File: src/nvm_access_pkg.sv
// Constants, field layout and types for the nonvolatile access control block.
// Assumes an AXI4-Lite master with 32-bit data and a 250 MHz system clock.
// What this block does
// - With the memory-space select bit clear, accesses go to the data EEPROM; set, to program Flash.
// - With the configuration-space select bit set, accesses go to configuration space instead.
// - The location index is 8 bits and picks one of 256 EEPROM bytes, 00h to FFh.
// - Control bit 5 is unimplemented, ignores writes and reads zero.
// - With row erase set and program Flash selected, the next program trigger erases the Flash row at the table pointer.
// - The program fault flag is set by a reset during programming or an improper write attempt.
// - The program fault flag reads zero after a write that completed normally.
// - A program fault leaves the memory-space and configuration-space selects untouched.
// - Erase and write cycles run only while the program permit bit is one.
// - Software can only set the program trigger; writing zero to it does nothing.
// - Hardware clears the program trigger when the erase or write cycle completes.
// - The fetched byte is in the byte buffer on the second cycle after the fetch write, one cycle behind the fetch trigger bit.
// - The byte buffer keeps its value until another read or a software write to it.
package nvm_access_pkg;
  localparam logic [7:0] OFS_CONTROL = 8'h00;
  localparam logic [7:0] OFS_INDEX = 8'h04;
  localparam logic [7:0] OFS_BUFFER = 8'h08;
  localparam logic [7:0] OFS_TABLE_PTR = 8'h0c;
  localparam logic [7:0] OFS_IRQ_STATUS = 8'h10;
  localparam logic [7:0] OFS_IRQ_MASK = 8'h14;
  localparam int BIT_MEM_SEL = 7;
  localparam int BIT_CFG_SEL = 6;
  localparam int BIT_ROW_ERASE = 4;
  localparam int BIT_FAULT = 3;
  localparam int BIT_PERMIT = 2;
  localparam int BIT_PROG = 1;
  localparam int BIT_FETCH = 0;
  localparam int IRQ_DONE = 0;
  localparam int IRQ_FAULT = 1;
  localparam int IRQ_W = 2;
  localparam int TPTR_W = 22;
  localparam logic [1:0] RESP_OKAY = 2'h0;
  localparam logic [1:0] RESP_SLVERR = 2'h2;
  localparam int PROG_CYCLES_DEF = 16;

  typedef struct packed {
    logic memSel;
    logic cfgSel;
    logic rowErase;
    logic fault;
    logic permit;
    logic progTrig;
    logic fetchTrig;
  } ctrl_t;

  localparam ctrl_t CTRL_RESET = '{default: 1'b0};

  typedef enum logic [1:0] {
    ST_IDLE = 2'b00,
    ST_PROG = 2'b01,
    ST_DONE = 2'b11
  } prog_state_t;
endpackage

File: src/eeprom_access_control.sv
// Control and status logic for indirect access to a 256-byte data EEPROM.
// Assumes an AXI4-Lite master on clk; Flash and configuration cycles are only timed here.
`timescale 1ns/10ps
module eeprom_access_control #(
  parameter int PROG_CYCLES = nvm_access_pkg::PROG_CYCLES_DEF,
  parameter int DEPTH = 256
) (
  input wire logic clk,
  input wire logic srst,
  input wire logic [7:0] awaddr,
  input wire logic awvalid,
  output logic awready,
  input wire logic [31:0] wdata,
  input wire logic [3:0] wstrb,
  input wire logic wvalid,
  output logic wready,
  output logic [1:0] bresp,
  output logic bvalid,
  input wire logic bready,
  input wire logic [7:0] araddr,
  input wire logic arvalid,
  output logic arready,
  output logic [31:0] rdata,
  output logic [1:0] rresp,
  output logic rvalid,
  input wire logic rready,
  output logic progBusy,
  output logic flashEraseStrobe,
  output logic [nvm_access_pkg::TPTR_W-1:0] flashRowAddr,
  output logic irq
);
  nvm_access_pkg::ctrl_t ctrl_reg, ctrl_next;
  nvm_access_pkg::prog_state_t state_reg, state_next;
  logic [7:0] index_reg;
  logic [7:0] buffer_reg, buffer_next;
  logic [nvm_access_pkg::TPTR_W-1:0] tptr_reg;
  logic [nvm_access_pkg::IRQ_W-1:0] irqStat_reg, irqStat_next, irqMask_reg;
  logic [31:0] count_reg;
  logic [7:0] eeprom [DEPTH];
  logic bvalid_reg, rvalid_reg;
  logic [1:0] bresp_reg, rresp_reg;
  logic [31:0] rdata_reg;
  logic rstPrev_reg;

  // Merges written bytes under the byte strobes into an old word
  function automatic logic [31:0] strobeMerge(input logic [31:0] old,
                                              input logic [31:0] data,
                                              input logic [3:0] strb);
    logic [31:0] res;
    res = old;
    for (int i = 0; i < 4; i++) begin
      if (strb[i]) begin
        res[i*8 +: 8] = data[i*8 +: 8];
      end
    end
    return res;
  endfunction

  function automatic logic isMapped(input logic [7:0] a);
    return a == nvm_access_pkg::OFS_CONTROL || a == nvm_access_pkg::OFS_INDEX ||
           a == nvm_access_pkg::OFS_BUFFER || a == nvm_access_pkg::OFS_TABLE_PTR ||
           a == nvm_access_pkg::OFS_IRQ_STATUS || a == nvm_access_pkg::OFS_IRQ_MASK;
  endfunction

  // Write path takes address and data together, one write in flight
  wire wrTake = awvalid && wvalid && !bvalid_reg;
  wire lane0 = wrTake && wstrb[0];
  wire wrCtrl = lane0 && awaddr == nvm_access_pkg::OFS_CONTROL;
  wire wrIndex = lane0 && awaddr == nvm_access_pkg::OFS_INDEX;
  wire wrBuffer = lane0 && awaddr == nvm_access_pkg::OFS_BUFFER;
  wire wrTptr = wrTake && awaddr == nvm_access_pkg::OFS_TABLE_PTR;
  wire wrStat = lane0 && awaddr == nvm_access_pkg::OFS_IRQ_STATUS;
  wire wrMask = lane0 && awaddr == nvm_access_pkg::OFS_IRQ_MASK;
  wire rdTake = arvalid && !rvalid_reg;
  wire busy = state_reg != nvm_access_pkg::ST_IDLE;
  wire dataSpace = !ctrl_reg.memSel && !ctrl_reg.cfgSel;
  wire [7:0] wByte = wdata[7:0];
  wire progReq = wrCtrl && wByte[nvm_access_pkg::BIT_PROG] && !busy;
  // A trigger without permit is an improper attempt: no cycle, fault raised
  wire progStart = progReq && ctrl_reg.permit;
  wire progImproper = progReq && !ctrl_reg.permit;
  // Fetch only when the data EEPROM is selected, by the bits as they stand
  wire fetchStart = wrCtrl && wByte[nvm_access_pkg::BIT_FETCH] && dataSpace && !busy;
  wire doFetch = ctrl_reg.fetchTrig;
  wire countDone = count_reg == 32'(PROG_CYCLES - 1);
  wire progFinish = state_reg == nvm_access_pkg::ST_DONE;
  wire eraseOp = ctrl_reg.rowErase && !ctrl_reg.cfgSel && ctrl_reg.memSel;

  always_comb begin
    state_next = state_reg;
    case (state_reg)
      nvm_access_pkg::ST_IDLE: begin
        if (progStart) begin
          state_next = nvm_access_pkg::ST_PROG;
        end
      end
      nvm_access_pkg::ST_PROG: begin
        if (countDone) begin
          state_next = nvm_access_pkg::ST_DONE;
        end
      end
      nvm_access_pkg::ST_DONE: begin
        state_next = nvm_access_pkg::ST_IDLE;
      end
      default: begin
        state_next = nvm_access_pkg::ST_IDLE;
      end
    endcase
  end

  always_comb begin
    ctrl_next = ctrl_reg;
    // Control is frozen while a cycle runs so the target cannot shift under it
    if (wrCtrl && !busy) begin
      ctrl_next.memSel = wByte[nvm_access_pkg::BIT_MEM_SEL];
      ctrl_next.cfgSel = wByte[nvm_access_pkg::BIT_CFG_SEL];
      ctrl_next.rowErase = wByte[nvm_access_pkg::BIT_ROW_ERASE];
      ctrl_next.fault = wByte[nvm_access_pkg::BIT_FAULT];
      ctrl_next.permit = wByte[nvm_access_pkg::BIT_PERMIT];
    end
    if (progStart) begin
      ctrl_next.progTrig = 1'b1;
    end
    if (fetchStart) begin
      ctrl_next.fetchTrig = 1'b1;
    end
    if (doFetch) begin
      ctrl_next.fetchTrig = 1'b0;
    end
    if (progImproper) begin
      ctrl_next.fault = 1'b1;
    end
    if (progFinish) begin
      ctrl_next.progTrig = 1'b0;
      ctrl_next.rowErase = 1'b0;
      ctrl_next.fault = 1'b0;
    end
  end

  always_comb begin
    buffer_next = buffer_reg;
    if (wrBuffer && !busy) begin
      buffer_next = wByte;
    end
    if (doFetch) begin
      buffer_next = eeprom[index_reg];
    end
  end

  // Set wins over a write-one clear
  always_comb begin
    irqStat_next = irqStat_reg;
    if (wrStat) begin
      irqStat_next = irqStat_reg & ~wByte[nvm_access_pkg::IRQ_W-1:0];
    end
    if (progFinish) begin
      irqStat_next[nvm_access_pkg::IRQ_DONE] = 1'b1;
    end
    if (progImproper) begin
      irqStat_next[nvm_access_pkg::IRQ_FAULT] = 1'b1;
    end
  end

  // Fault is unknown after power-up, like the state of the cycle it reports
  // A reset that cuts a cycle sets the fault, and a long reset keeps it set
  always_ff @(posedge clk) begin
    if (srst) begin
      ctrl_reg <= nvm_access_pkg::CTRL_RESET;
      ctrl_reg.memSel <= ctrl_reg.memSel;
      ctrl_reg.cfgSel <= ctrl_reg.cfgSel;
      ctrl_reg.fault <= busy || (ctrl_reg.fault && rstPrev_reg);
    end else begin
      ctrl_reg <= ctrl_next;
    end
  end

  // Not reset: high on every edge of a reset but its first
  always_ff @(posedge clk) begin
    rstPrev_reg <= srst;
  end

  // Gray order along idle, program, done
  always_ff @(posedge clk) begin
    if (srst) begin
      state_reg <= nvm_access_pkg::ST_IDLE;
    end else begin
      state_reg <= state_next;
    end
  end

  // Counts the cycles spent in the program state
  always_ff @(posedge clk) begin
    if (srst) begin
      count_reg <= '0;
    end else begin
      count_reg <= (state_reg == nvm_access_pkg::ST_PROG) ? count_reg + 32'h1 : '0;
    end
  end

  // Index and pointer are locked while a cycle runs, and so are software writes to the buffer
  always_ff @(posedge clk) begin
    if (srst) begin
      index_reg <= '0;
    end else if (wrIndex && !busy) begin
      index_reg <= wByte;
    end
  end

  always_ff @(posedge clk) begin
    if (srst) begin
      buffer_reg <= '0;
    end else begin
      buffer_reg <= buffer_next;
    end
  end

  // Merged as a whole word, then cut to the pointer width
  wire [31:0] tptrMerged = strobeMerge(32'(tptr_reg), wdata, wstrb);
  always_ff @(posedge clk) begin
    if (srst) begin
      tptr_reg <= '0;
    end else if (wrTptr && !busy) begin
      tptr_reg <= tptrMerged[nvm_access_pkg::TPTR_W-1:0];
    end
  end

  always_ff @(posedge clk) begin
    if (srst) begin
      irqStat_reg <= '0;
    end else begin
      irqStat_reg <= irqStat_next;
    end
  end

  always_ff @(posedge clk) begin
    if (srst) begin
      irqMask_reg <= '0;
    end else if (wrMask) begin
      irqMask_reg <= wByte[nvm_access_pkg::IRQ_W-1:0];
    end
  end

  // Array is not reset: it stands for nonvolatile content
  always_ff @(posedge clk) begin
    if (progFinish && dataSpace) begin
      eeprom[index_reg] <= buffer_reg;
    end
  end

  wire [7:0] ctrlRead = {ctrl_reg.memSel, ctrl_reg.cfgSel, 1'b0, ctrl_reg.rowErase,
                         ctrl_reg.fault, ctrl_reg.permit, ctrl_reg.progTrig,
                         ctrl_reg.fetchTrig};
  wire [31:0] readMux =
    (araddr == nvm_access_pkg::OFS_CONTROL) ? {24'h0, ctrlRead} :
    (araddr == nvm_access_pkg::OFS_INDEX) ? {24'h0, index_reg} :
    (araddr == nvm_access_pkg::OFS_BUFFER) ? {24'h0, buffer_reg} :
    (araddr == nvm_access_pkg::OFS_TABLE_PTR) ? 32'(tptr_reg) :
    (araddr == nvm_access_pkg::OFS_IRQ_STATUS) ? 32'(irqStat_reg) :
    (araddr == nvm_access_pkg::OFS_IRQ_MASK) ? 32'(irqMask_reg) : 32'h0;

  // One answer at a time: the next request waits until this answer is taken
  always_ff @(posedge clk) begin
    if (srst) begin
      bvalid_reg <= 1'b0;
      bresp_reg <= nvm_access_pkg::RESP_OKAY;
    end else if (wrTake) begin
      bvalid_reg <= 1'b1;
      bresp_reg <= isMapped(awaddr) ? nvm_access_pkg::RESP_OKAY : nvm_access_pkg::RESP_SLVERR;
    end else if (bready) begin
      bvalid_reg <= 1'b0;
    end
  end

  // Read data is captured at the take, so it stands unchanged until rready
  always_ff @(posedge clk) begin
    if (srst) begin
      rvalid_reg <= 1'b0;
      rresp_reg <= nvm_access_pkg::RESP_OKAY;
      rdata_reg <= '0;
    end else if (rdTake) begin
      rvalid_reg <= 1'b1;
      rdata_reg <= readMux;
      rresp_reg <= isMapped(araddr) ? nvm_access_pkg::RESP_OKAY : nvm_access_pkg::RESP_SLVERR;
    end else if (rready) begin
      rvalid_reg <= 1'b0;
    end
  end

  // Ready is combinational: a write is taken at the first edge both halves stand with no write answer pending
  assign awready = wrTake;
  assign wready = wrTake;
  assign bvalid = bvalid_reg;
  assign bresp = bresp_reg;
  assign arready = rdTake;
  assign rvalid = rvalid_reg;
  assign rdata = rdata_reg;
  assign rresp = rresp_reg;
  assign progBusy = busy;
  assign flashEraseStrobe = progFinish && eraseOp;
  assign flashRowAddr = tptr_reg;
  assign irq = |(irqStat_reg & irqMask_reg);
endmodule // eeprom_access_control

File: config.mk
export PLATFORM = sky130hd
export DESIGN_NAME = eeprom_access_control
export DESIGN_NICKNAME = d
export VERILOG_FILES = /design/src/nvm_access_pkg.sv /design/src/eeprom_access_control.sv
export SDC_FILE = /design/constraint.sdc
export NUM_CORES = 2
export LEC_CHECK = 0
export ABC_AREA = 1
export BUFFER_PORTS_ARGS = -buffer_cell sky130_fd_sc_hd__buf_2
export CAP_MARGIN = 20
export CORE_UTILIZATION = 50
export CTS_CLUSTER_DIAMETER = 100
export DETAILED_ROUTE_END_ITERATION = 8
export PLACE_DENSITY = 0.65
export SYNTH_ARGS = -nofsm -noshare
export SYNTH_HDL_FRONTEND = slang
export SYNTH_SLANG_ARGS = --single-unit
File: constraint.sdc
create_clock -name clk -period 4.4 [get_ports clk]
set_input_delay 0.22 -clock clk [delete_from_list [all_inputs] [get_ports clk]]
set_output_delay 0.22 -clock clk [all_outputs]
set_load 0.01 [all_outputs]
==> impl_metrics.json <==
{
  "run_status": "completed",
  "groute.usage.overall_pct": 25.7,
  "pin_count_of_the_biggest_net_entering_global_routing": 147,
  "power_per_cell_area_nw_per_um2": 407,
  "wirelength_mm": 232,
  "clkSinkCount": 2166,
  "crit_path_max_fanout": 10,
  "avgViaCountPerCell": 5.80,
  "floorplan.die_area_um2": 178000,
  "setup.worst_path.start": "awaddr[1]",
  "drc": 0,
  "utilization_pct": 56.3,
  "worst_pin_slew_ns": 1.22,
  "first_global_vias": 55700,
  "areaGrowthSynthToFinish_pct": 11.5,
  "layout_common_cells": "nand2_1, nand3_1, edfxtp_1, nor2_1, clkbuf_16",
  "syn-cell-area_um2": 88200,
  "placement.cell_area_um2": 90800,
  "route.antenna.remaining_nets": 0,
  "final_hold_viol_count": 0,
  "finalWeightedCongestion": 0.879,
  "postLayoutSetupSlackWorst_ns": 0.506,
  "setup_repair_after_global_routing_missed_its_margin": "no",
  "dr.first_iter.drc_count": 6517,
  "avgSynthCellArea_um2": 11.5,
  "clk_pin_slew_worst_paths_ns": 0.06,
  "layout_commonest_cell": "nand2_1",
  "final.setup_skew_ns": 0.0260,
  "largest_register_ffs": 2048,
  "timing_max_transition_violations_final": 0,
  "chipHeight_um": 422,
  "htree_num_levels": 4,
  "yosys_reg_bits": 2166,
  "synth_seq_area_share_pct": 72.5,
  "netlist_instances": 7660,
  "insertion_delay_ns": 0.86,
  "cts_max_path_buffers": 3,
  "worst-setup-path-type": "primary input to flop",
  "slew_headroom_pct": 18.1,
  "grt_first_pass_wirelength_mm": 347,
  "globalRoute.totalOverflow": 0,
  "cts_tree": "done",
  "detailed_placement_hpwl_mm": 131,
  "timing.critical_path.arrival_ns": 4.62,
  "timing.hold.worst.class": "primary input to flop",
  "worstPathRequired_ns": 5.12,
  "route.detailed.wl_per_inst_um": 22.8,
  "layout-drive-gt1-share_pct": 7.17,
  "cap_viol_max_count": 0,
  "num_ports": 125,
  "cts-buffers-inserted": 209,
  "initial_core_util_pct": 50.5,
  "ff_latch_area_um2": 63900,
  "synth_enable_flop_cells": 2051,
  "multi_input_area_um2": 21400,
  "cts.root.buffer_cell": "clkbuf_16",
  "final_design_area_no_fill_um2": 98300,
  "synthesis.yosys.warnings": 0,
  "finalSetupTns_ns": 0,
  "synth_ff_type": "edfxtp_1",
  "worstSetupStartpointType": "primary input",
  "drt_first_pass_iters": 6,
  "cts_resized": 0,
  "hold_path.startpoint": "araddr[6]",
  "die_x_um": 422,
  "placedCellCount": 9704,
  "vdd.ir_drop.worst_mv": 0.344,
  "grt_antenna_before_repair": 6,
  "numPortBuffers": 101,
  "fillerInstances": 14300,
  "ys_types": 44,
  "number_of_nets_in_the_layout": 7730,
  "crit_path_end_kind": "flop",
  "layout_worst_path_cycle_share_pct": 88.5,
  "core_area_um2": 175000,
  "period_minus_slack_ns": 3.89,
  "post-place-ws_ns": 0.993,
  "maxClockFrequency_mhz": 257,
  "setup_viol": 0,
  "final_cells": 10200,
  "num_vias": 58900,
  "cell_leakage_power_uw": 0.0343,
  "postSynth.asyncResetShare_pct": 0,
  "core.rowCount": 153
}
-- cells by family (layout without fill, tap and decap cells) --
| kind of cell | Yosys count | count (layout) | share of synthesized area (%) |
|---|---|---|---|
| other cells | 1 | 18 | 0.00425 |
| compound gates | 136 | 136 | 0.873 |
| xor+xnor | 4 | 4 | 0.0397 |
| buf+inv | 653 | 817 | 3.36 |
| simple gates | 4699 | 4699 | 23.2 |
| flops | 2166 | 2166 | 72.5 |
| fa+ha+maj | 1 | 1 | 0.0142 |
-- final cells by class --
type,count,area share (%)
Antenna cell,6,0.0153
Clock inverter,121,1.27
Inverter,139,0.568
Tap cell,2325,2.96
Multi-Input combinational cell,4852,21.8
Sequential cell,2166,65.0
Timing Repair Buffer,302,2.88
Clock buffer,255,5.53
-- synth_stat cells (5+ instances only) --
master    instances  area [um2]
a21oi_1          65         325
buf_4            48         360
nand4_1          10        62.6
inv_1           128         480
nor2_1          359        1350
nand2_1        2167        8130
clkbuf_1        155         582
dfxtp_1         115        2300
buf_2           252        1260
inv_2             5        18.8
nor3_1           44         220
or2_2             5        31.3
o22ai_1           6        37.5
a211oi_1         15         113
o21ai_0          37         185
nand3_1        2080       10400
edfxtp_1       2051       61600
nor4_1           11        68.8
buf_1            57         214
-- worst max-delay path, stage by stage --
cell and delay (ns):
dlygate4sd3_1 0.53, buf_2 0.12, nor2_1 0.14, dlygate4sd3_1 0.58, inv_1 0.08, nor2_4 0.11, dlygate4sd3_1 0.57, inv_2 0.06
nor4_4 0.51, inv_4 0.21, nor3_1 0.20, dlygate4sd3_1 0.60, nor3_1 0.06, dlygate4sd3_1 0.62
-- routing by layer --
metal | global-route usage [%] | vias up | share of wire [%]
li1 | - | 27100 | -
met1 | 35.6 | 28700 | 41
met2 | 40.4 | 2719 | 47
met3 | 5.02 | 406 | 9.1
met4 | 9.44 | 4 | 3.2
met5 | 0 | - | 0.0099
-- metrics by stage --
step / hold slack [ns] / power, uW
floorplan: 0.248 / 22700
global placement: 0.428 / 22800
detailed placement: 0.452 / 22800
CTS: 0.0259 / 40200
global route: 0.106 / 41000
finish: 0.0564 / 40000
-- power by group --
| group | internal, uW | switching [uW] |
|---|---|---|
| clock | 9950 | 7690 |
| sequential | 22200 | 3.90 |
| combinational | 63.9 | 101 |
| total | 32200 | 7800 |
-- worst paths after layout --
kind	endpoint	slack [ns]	cells past startpoint
max	flashRowAddr[11]$_SDFFE_PP0P_	0.51	14
min reg2reg	count_reg[0]$_SDFF_PP0_	0.45	1
min	rdata[7]$_SDFFE_PP0P_	0.06	6
max reg2reg	buffer_reg[7]$_SDFFE_PP0P_	0.84	12
-- timing repair --
item	in CTS	in global routing
hold buffers	80	0
setup buffers	0	0
hold endpoints to repair	92	0
setup endpoints to repair	0	0
Note: power is estimated with default switching activity, not from simulation.
